===== src/logic/ctmw_pkg.sv =====
// Package of constants and types for the CAN transceiver mode and wake block.
//==============================================================================
// Contract
// - After power-up the transceiver starts off, neither driving nor receiving.
// - In off mode bus wake events are ignored and raise no indication.
// - Off mode can be selected in every host chip operating mode.
// - Normal mode comes only from the mode bits, in host normal or stop.
// - Normal mode biases the bus to half the transceiver supply.
// - A low held across the delay end is not sent; next one is.
// - In normal mode the driver follows the transmit input.
// - Normal and receive-only modes present the received bus level.
// - Bit rates up to 2 Mbaud are supported.
// - Receive-only disables the driver while reception keeps working.
// - Receive-only is reachable only in host normal or stop mode.
// - Wake-capable is selectable in stop, sleep, restart and normal.
// - Entering host fail-safe forces the wake-capable mode.
// - A detected wake drives receive low until another mode is chosen or the wake rearms.
// - After a wake, software may switch to normal mode; it is accepted in host normal or stop.
// - Wake pattern needs two dominant phases between both wake time limits.
// - The dominant phases are split by a recessive phase within both limits.
// - The mode is chosen from dedicated software-written mode bits.
// - After a wake the mode still reads wake-capable and receive stays low.
// - Wake rearms on a mode toggle or entry to stop, sleep or fail-safe.
//==============================================================================
package ctmw_pkg;

	// Transceiver mode encodings as written by software.
	typedef enum logic [1:0] {
		CTMW_MODE_OFF   = 2'b00,
		CTMW_MODE_WAKE  = 2'b01,
		CTMW_MODE_NORM  = 2'b10,
		CTMW_MODE_RXO   = 2'b11
	} ctmw_mode_t;

	// Host chip operating modes.
	typedef enum logic [2:0] {
		CTMW_HOST_NORMAL   = 3'b000,
		CTMW_HOST_STOP     = 3'b001,
		CTMW_HOST_SLEEP    = 3'b010,
		CTMW_HOST_RESTART  = 3'b011,
		CTMW_HOST_FAILSAFE = 3'b100
	} ctmw_host_t;

	// Wake detector phases.
	typedef enum logic [2:0] {
		CTMW_WK_IDLE = 3'b000,
		CTMW_WK_DOM1 = 3'b001,
		CTMW_WK_REC  = 3'b010,
		CTMW_WK_DOM2 = 3'b011,
		CTMW_WK_DONE = 3'b100
	} ctmw_wk_t;

	// Default timings in oscillator cycles at 50 MHz (20 ns per cycle).
	localparam int CTMW_CLK_NS       = 20;
	localparam int CTMW_EN_DELAY_NS  = 20000;
	localparam int CTMW_WAKE1_NS     = 1000;
	localparam int CTMW_WAKE2_NS     = 1800000;
	localparam int CTMW_EN_DELAY_CYC =
		(CTMW_EN_DELAY_NS + CTMW_CLK_NS - 1) / CTMW_CLK_NS;
	localparam int CTMW_WAKE1_CYC    =
		(CTMW_WAKE1_NS + CTMW_CLK_NS - 1) / CTMW_CLK_NS;
	localparam int CTMW_WAKE2_CYC    = CTMW_WAKE2_NS / CTMW_CLK_NS;
	localparam int CTMW_MAX_BAUD     = 2000000;
	localparam int CTMW_CNT_W        = 24;

	localparam logic CTMW_RECESSIVE = 1'b1;
	localparam logic CTMW_DOMINANT  = 1'b0;

	// Outputs presented to the pins and to software.
	typedef struct packed {
		logic       bus_drive_dom;
		logic       bus_bias_half;
		logic       rx_out;
		logic       wake_flag;
		logic       tx_enabled;
		ctmw_mode_t mode_active;
	} ctmw_out_t;

endpackage


===== src/logic/ctmw_wake_det.sv =====
// Wake pattern detector: dominant, recessive, dominant phases in a window.
`timescale 1ns/1ps
module ctmw_wake_det
	import ctmw_pkg::*;
#(
	parameter int MIN_CYC = CTMW_WAKE1_CYC,
	parameter int MAX_CYC = CTMW_WAKE2_CYC
) (
	input  wire logic clock,
	input  wire logic sys_rst,
	input  wire logic arm,
	input  wire logic bus_level,
	output logic      detect
);

	//==========================================================================
	// State
	typedef struct packed {
		ctmw_wk_t              ph;
		logic [CTMW_CNT_W-1:0] cnt;
		logic                  det;
	} ctmw_wd_t;

	ctmw_wd_t st_r;
	ctmw_wd_t st_nxt;

	localparam logic [CTMW_CNT_W-1:0] MIN_C = CTMW_CNT_W'(MIN_CYC);
	localparam logic [CTMW_CNT_W-1:0] MAX_C = CTMW_CNT_W'(MAX_CYC);

	// A phase counts only if it is longer than the filter and shorter than
	// the window; the counter saturates so an endless phase cannot wrap.
	function automatic logic phase_ok(input logic [CTMW_CNT_W-1:0] c);
		phase_ok = (c > MIN_C) && (c < MAX_C);
	endfunction

	//==========================================================================
	// Phase tracking.
	always_comb begin
		st_nxt = st_r;
		if (st_r.cnt != {CTMW_CNT_W{1'b1}}) begin
			st_nxt.cnt = st_r.cnt + 1'b1;
		end
		if (!arm) begin
			st_nxt = '0;
			st_nxt.ph = CTMW_WK_IDLE;
		end else begin
			case (st_r.ph)
				CTMW_WK_IDLE: begin
					st_nxt.cnt = '0;
					if (bus_level == CTMW_DOMINANT) begin
						st_nxt.ph = CTMW_WK_DOM1;
					end
				end
				CTMW_WK_DOM1: begin
					if (bus_level == CTMW_RECESSIVE) begin
						st_nxt.cnt = '0;
						st_nxt.ph = phase_ok(st_r.cnt) ? CTMW_WK_REC
							: CTMW_WK_IDLE;
					end else if (st_r.cnt >= MAX_C) begin
						st_nxt.ph = CTMW_WK_IDLE;
					end
				end
				CTMW_WK_REC: begin
					if (bus_level == CTMW_DOMINANT) begin
						st_nxt.cnt = '0;
						st_nxt.ph = phase_ok(st_r.cnt) ? CTMW_WK_DOM2
							: CTMW_WK_DOM1;
					end else if (st_r.cnt >= MAX_C) begin
						st_nxt.ph = CTMW_WK_IDLE;
					end
				end
				CTMW_WK_DOM2: begin
					// The second phase completes when the bus returns recessive within both limits.
					if (st_r.cnt >= MAX_C) begin
						st_nxt.ph = CTMW_WK_IDLE;
					end else if (bus_level == CTMW_RECESSIVE) begin
						st_nxt.cnt = '0;
						if (phase_ok(st_r.cnt)) begin
							st_nxt.ph  = CTMW_WK_DONE;
							st_nxt.det = 1'b1;
						end else begin
							st_nxt.ph = CTMW_WK_IDLE;
						end
					end
				end
				CTMW_WK_DONE: begin
					st_nxt.det = 1'b1; // Held until disarmed.
				end
				default: begin
					st_nxt.ph = CTMW_WK_IDLE;
				end
			endcase
		end
	end

	//==========================================================================
	// Registers.
	always_ff @(posedge clock) begin
		if (sys_rst) begin
			st_r <= '0;
		end else begin
			st_r <= st_nxt;
		end
	end

	assign detect = st_r.det;

endmodule


===== src/logic/ctmw_top.sv =====
// Transceiver mode control, enabling delay, transmit gating and wake signal.
`timescale 1ns/1ps
module ctmw_top
	import ctmw_pkg::*;
#(
	parameter int EN_DELAY_CYC = CTMW_EN_DELAY_CYC,
	parameter int WAKE1_CYC    = CTMW_WAKE1_CYC,
	parameter int WAKE2_CYC    = CTMW_WAKE2_CYC
) (
	input  wire logic       clock,
	input  wire logic       sys_rst,
	input  wire logic [1:0] mode_req,
	input  wire logic       mode_wr,
	input  wire logic [2:0] host_mode,
	input  wire logic       bus_transmit_input,
	input  wire logic       bus_rx_level,
	output logic            bus_drive_dom,
	output logic            bus_bias_half,
	output logic            rx_out,
	output logic            wake_flag,
	output logic            tx_enabled,
	output logic [1:0]      mode_active
);

	//==========================================================================
	// State of the block in one struct.
	typedef struct packed {
		ctmw_mode_t            mode;
		ctmw_host_t            host;
		logic [CTMW_CNT_W-1:0] en_cnt;
		logic                  en_done;
		logic                  tx_armed;
		logic                  rearm;
		ctmw_out_t             o;
	} ctmw_st_t;

	ctmw_st_t st_r;
	ctmw_st_t st_nxt;

	localparam logic [CTMW_CNT_W-1:0] EN_C = CTMW_CNT_W'(EN_DELAY_CYC);

	logic       wake_det;
	logic       det_arm;
	ctmw_host_t host_in;

	assign host_in = ctmw_host_t'(host_mode);

	// Whether software may pick a given mode in a given host mode.
	function automatic logic mode_allowed(input ctmw_mode_t m,
		input ctmw_host_t h);
		case (m)
			CTMW_MODE_OFF:  mode_allowed = 1'b1;
			CTMW_MODE_NORM, CTMW_MODE_RXO:
				mode_allowed = (h == CTMW_HOST_NORMAL)
					|| (h == CTMW_HOST_STOP);
			CTMW_MODE_WAKE:
				mode_allowed = (h != CTMW_HOST_FAILSAFE)
					|| 1'b1;
			default:        mode_allowed = 1'b0;
		endcase
	endfunction

	// Host modes whose entry rearms the wake detector.
	function automatic logic host_rearms(input ctmw_host_t h);
		host_rearms = (h == CTMW_HOST_STOP) || (h == CTMW_HOST_SLEEP)
			|| (h == CTMW_HOST_FAILSAFE);
	endfunction

	//==========================================================================
	// The detector runs only in wake-capable mode; dropping arm for one
	// cycle clears its phase tracking and any latched wake.
	assign det_arm = (st_r.mode == CTMW_MODE_WAKE) && !st_r.rearm;

	ctmw_wake_det #(
		.MIN_CYC (WAKE1_CYC),
		.MAX_CYC (WAKE2_CYC)
	) u_wake (
		.clock     (clock),
		.sys_rst   (sys_rst),
		.arm       (det_arm),
		.bus_level (bus_rx_level),
		.detect    (wake_det)
	);

	//==========================================================================
	// Next state.
	always_comb begin
		st_nxt       = st_r;
		st_nxt.host  = host_in;
		st_nxt.rearm = 1'b0;

		// Mode selection from the mode bits, refused when not available.
		if (mode_wr && mode_allowed(ctmw_mode_t'(mode_req), host_in)) begin
			st_nxt.mode = ctmw_mode_t'(mode_req);
		end
		// Fail-safe entry forces wake-capable mode.
		if (host_in == CTMW_HOST_FAILSAFE && st_r.host != CTMW_HOST_FAILSAFE)
		begin
			st_nxt.mode = CTMW_MODE_WAKE;
		end
		// Leaving host normal or stop drops modes that are not allowed there.
		if ((st_nxt.mode == CTMW_MODE_NORM || st_nxt.mode == CTMW_MODE_RXO)
			&& !mode_allowed(st_nxt.mode, host_in)) begin
			st_nxt.mode = CTMW_MODE_WAKE;
		end
		// Rearm on entry into stop, sleep or fail-safe.
		if (host_rearms(host_in) && host_in != st_r.host) begin
			st_nxt.rearm = 1'b1;
		end

		// Enabling delay restarts whenever normal mode is entered.
		if (st_nxt.mode != CTMW_MODE_NORM || st_r.mode != CTMW_MODE_NORM) begin
			st_nxt.en_cnt   = '0;
			st_nxt.en_done  = 1'b0;
			st_nxt.tx_armed = 1'b0;
		end else if (!st_r.en_done) begin
			if (st_r.en_cnt >= EN_C - 1'b1) begin
				st_nxt.en_done = 1'b1;
			end else begin
				st_nxt.en_cnt = st_r.en_cnt + 1'b1;
			end
		end else if (bus_transmit_input == CTMW_RECESSIVE) begin
			// A low held across the delay end waits for a recessive bit.
			st_nxt.tx_armed = 1'b1;
		end

		// Outputs.
		st_nxt.o.mode_active   = st_nxt.mode;
		st_nxt.o.tx_enabled    = st_nxt.tx_armed;
		st_nxt.o.bus_bias_half = (st_nxt.mode == CTMW_MODE_NORM)
			|| (st_nxt.mode == CTMW_MODE_RXO);
		st_nxt.o.bus_drive_dom = (st_nxt.mode == CTMW_MODE_NORM)
			&& st_nxt.tx_armed
			&& (bus_transmit_input == CTMW_DOMINANT);
		st_nxt.o.wake_flag     = (st_nxt.mode == CTMW_MODE_WAKE)
			&& wake_det && (st_nxt.mode == st_r.mode);
		case (st_nxt.mode)
			CTMW_MODE_NORM, CTMW_MODE_RXO:
				st_nxt.o.rx_out = bus_rx_level;
			CTMW_MODE_WAKE:
				st_nxt.o.rx_out = st_nxt.o.wake_flag ? CTMW_DOMINANT
					: CTMW_RECESSIVE;
			default:
				st_nxt.o.rx_out = CTMW_RECESSIVE;
		endcase
	end

	//==========================================================================
	// Registers; reset lands in off mode with the bus released.
	always_ff @(posedge clock) begin
		if (sys_rst) begin
			st_r          <= '0;
			st_r.mode     <= CTMW_MODE_OFF;
			st_r.host     <= CTMW_HOST_NORMAL;
			st_r.o.rx_out <= CTMW_RECESSIVE;
		end else begin
			st_r <= st_nxt;
		end
	end

	assign bus_drive_dom = st_r.o.bus_drive_dom;
	assign bus_bias_half = st_r.o.bus_bias_half;
	assign rx_out        = st_r.o.rx_out;
	assign wake_flag     = st_r.o.wake_flag;
	assign tx_enabled    = st_r.o.tx_enabled;
	assign mode_active   = st_r.o.mode_active;

endmodule


===== config.mk =====
export PLATFORM = sky130hd
export DESIGN_NAME = ctmw_top
export DESIGN_NICKNAME = d
export VERILOG_FILES = /design/src/logic/ctmw_pkg.sv /design/src/logic/ctmw_wake_det.sv /design/src/logic/ctmw_top.sv
export SDC_FILE = /design/constraint.sdc
export NUM_CORES = 1
export LEC_CHECK = 0
export ABC_AREA = 1
export ABC_CLOCK_PERIOD_IN_PS = 3700
export BUFFER_PORTS_ARGS = -buffer_cell sky130_fd_sc_hd__buf_4
export CAP_MARGIN = 20
export CORE_MARGIN = 3
export CORE_UTILIZATION = 65
export DETAILED_ROUTE_END_ITERATION = 10
export MAX_ROUTING_LAYER = met4
export PLACE_DENSITY_LB_ADDON = 0.12
export RECOVER_POWER = 25
export SYNTH_ARGS = -nofsm -noshare
export SYNTH_HDL_FRONTEND = slang
export SYNTH_SLANG_ARGS = --single-unit

===== constraint.sdc =====
create_clock -name clock -period 3.7 [get_ports clock]
set_clock_uncertainty 0.15 [all_clocks]
set_input_delay 1.11 -clock clock [delete_from_list [all_inputs] [get_ports clock]]
set_output_delay 1.11 -clock clock [all_outputs]
set_load 0.05 [all_outputs]

==> metrics.md <==
| Metric | Value |
|---|---|
| Outcome | finished, final reports clean |
| Synth Instances | 495 |
| Pin count of the biggest net entering global routing | 28 |
| Filler cells | 410 |
| Total CTS buffers | 9 |
| Fin. Hold Viols | 0 |
| Top-area cell type share of the netlist area | 36.9% |
| Max-cap violation count | 0 |
| Sw Ratio | 21.2% |
| Hold Path Depth | 2 |
| Clock root cell | clkbuf_8 |
| Unrepaired setup endpoints after global routing | no |
| Post-route ant nets | 0 |
| Core Region | 4940 um^2 |
| Top cells by count, synth | nand2_1 (101), inv_1 (78), dfxtp_1 (64) |
| Final HPWL DP | 5130 um |
| WL final | 7150 um |
| Synth Register Bits | 64 |
| Most frequent cell after synthesis | nand2_1 |
| Setup TNS | 0 ns |
| H-tree depth | 3 |
| ANT cells | 0 |
| Power Density | 363 nW/um^2 |
| Vias in the first global route | 2,828 |
| Leakage Power | 1.47 nW |
| Post-CTS Setup Repair Bufs | 0 |
| Tightest Hold Check Type | reg -> reg |
| Post-synth top area cell | dfxtp_1 |
| Wire per inst | 12.3 um |
| Mapped cell area | 3470 um^2 |
| DRC viols | 0 |
| Internal power | 1.07 mW |
| Critical Path RT | 3.80 ns |
| Chip height | 79.1 um |
| Avg Cell Area, Syn | 7.01 um^2 |
| Seq/Total Area, Yosys | 36.9% |
| First-pass GRT wire length | 12,400 um |
| Final Max Slew Viols | 0 |
| Max rail drop VDD | 278 uV |
| Cts repair resizes | 0 |
| CP startpoint kind | input pin |
| Syn_nets | 508 |
| Clk Latency, worst-skew pair | 0.34 ns |
| Initial Util | 70.2% |
| P&R area growth vs syn | 7.97% |
| Clk sinks | 64 |
| Total gr overflow | 0 |
| Buffers on Ports | 16 |
| Sequential share of power | 51.2% |
| Clock share of power | 45.6% |
| Via count | 3,099 |
| Unique masters post-synth | 38 |
| Worst-path maximum fanout | 24 |
| Slew margin rel. | 17.6% |
| EDFF count, synth | 0 |
| Cts hold-fix bufs | 0 |
| Register-to-Register Path Depth | 9 |
| Clk buf depth | 2 |
| Overall Power | 1.36 mW |
| Vias per cell | 5.32 |
| Async S/R FF share, synth | 0% |
| Comb pwr share | 3.2% |
| GPL Wtd Cong | 0.911 |
| Final period util | 79.7% |
| Initial antenna violation count | 0 |
| IO Pins | 17 |
| Sw power | 288 uW |
| Row cnt | 25 |
| Top cells by area, synth | dfxtp_1 (37%), nand2_1 (11%), inv_1 (8.4%) |
| Min cycle time layout | 2.95 ns |
| Dominant synthesized flop cell | dfxtp_1 |
| Drt pass-1 iters | 8 |
| Nets@finish | 525 |
| Max frequency | 339 MHz |
| Ys Warns | 0 |
| Clock slew at reported path FFs | 0.07 ns |
| Element type at the critical path end | flip-flop |
| Worst EP arrival | 3.05 ns |
| Measured slew at the worst slew-check pin | 1.23 ns |
| Setup Viol. Count Final | 0 |
| DIE AREA | 6250 um^2 |
| Fraction of layout cells with a size suffix above 1 | 16.9% |
| TritonCTS clock tree | built |
| GR Util All Layers | 25.7% |
| Die width | 79.1 um |
| Crit path kind | in -> reg |
| 1st-iter DRT viols | 257 |
[state kept, by name, summed over array words and instances, names as in the netlist]
register / cells
st_r: 29
u_wake.st_r: 27
mode_active: 2
bus_bias_half: 1
bus_drive_dom: 1
rx_out: 1
tx_enabled: 1
u_wake.detect: 1
wake_flag: 1
[cells in the final DEF, fill, tap and decap left out, types with 2 or more instances in the layout]
cell and instances:
a21o_1 2, a21oi_1 23, a21oi_2 4, a31oi_1 3, buf_4 10, clkbuf_1 8
clkbuf_8 12, dfxtp_1 64, ha_1 3, inv_1 80, inv_2 3, nand2_1 103
nand2_2 2, nand3_1 31, nand3_2 2, nand4_1 8, nor2_1 53, nor2_2 40
nor2_4 2, nor3_1 17, nor4_1 5, o21ai_0 7, or2_2 4, xnor2_1 2
xor2_1 16
[through the flow]
stage          hold slack (ns)  std cells  instance area [um^2]  utilization, %  worst slack [ns]
6_report                 0.297        583                  3750            75.8             0.752
5_1_grt                  0.319        583                  3750            75.8             0.559
4_1_cts                  0.297        583                  3800            76.8              1.25
3_5_place_dp             0.283        568                  3590            72.7             0.934
3_3_place_gp             0.281        568                  3590            72.7             0.986
2_1_floorplan            0.272        495                  3470               -              1.38
[final cells by class]
cell class | count | area, um^2 | share of cell area, %
Clock buffer | 13 | 169 | 4.51
Clock inverter | 2 | 37.5 | 1.00
Inverter | 84 | 315 | 8.41
Multi-Input combinational cell | 336 | 1760 | 46.9
Sequential cell | 64 | 1280 | 34.2
Tap cell | 67 | 83.8 | 2.24
Timing Repair Buffer | 17 | 101 | 2.70
[worst max-delay path, stage by stage]
cell,delay [ns]
clkbuf_1,0.20
nor4_1,0.59
nand2_1,0.84
nor2_1,0.29
[path summary, 6_finish.rpt]
kind	from	to	slack, ns
setup / recovery	sys_rst	u_wake.st_r[24]	0.75
hold / removal	st_r[25]	st_r[25]	0.30
setup reg to reg	u_wake.st_r[19]	u_wake.st_r[24]	1.14
hold reg to reg	st_r[25]	st_r[25]	0.30
[cell families (layout without fill, tap and decap cells)]
logic type / Yosys count / after routing / synth area share (%)
and+or+nand+nor: 272 / 272 / 38.2
buffers and inverters: 95 / 116 / 11.7
DFF: 64 / 64 / 36.9
AOI/OAI and AO/OA: 43 / 43 / 7.53
xor gates and xnor gates: 18 / 18 / 4.54
adders and majority gates: 3 / 3 / 1.08
[power groups by stage]
stage          logic (mW)  registers [mW]  clock network, mW
3_5_place_dp       0.0466           0.712                  0
6_report           0.0436           0.696              0.620
4_1_cts            0.0468           0.696              0.628
5_1_grt            0.0488           0.696              0.652
3_3_place_gp       0.0454           0.712                  0
2_1_floorplan      0.0322           0.712                  0
[metal layers]
layer / GRT usage, % / up-vias / part of all wire [%]
li1: - / 1572 / -
met3: 6.92 / 16 / 6.6
met1: 32.7 / 1412 / 46
met4: 11.9 / 0 / 1.9
met5: - / - / 0
met2: 38.3 / 99 / 46
(Power assumes the default switching activity.)
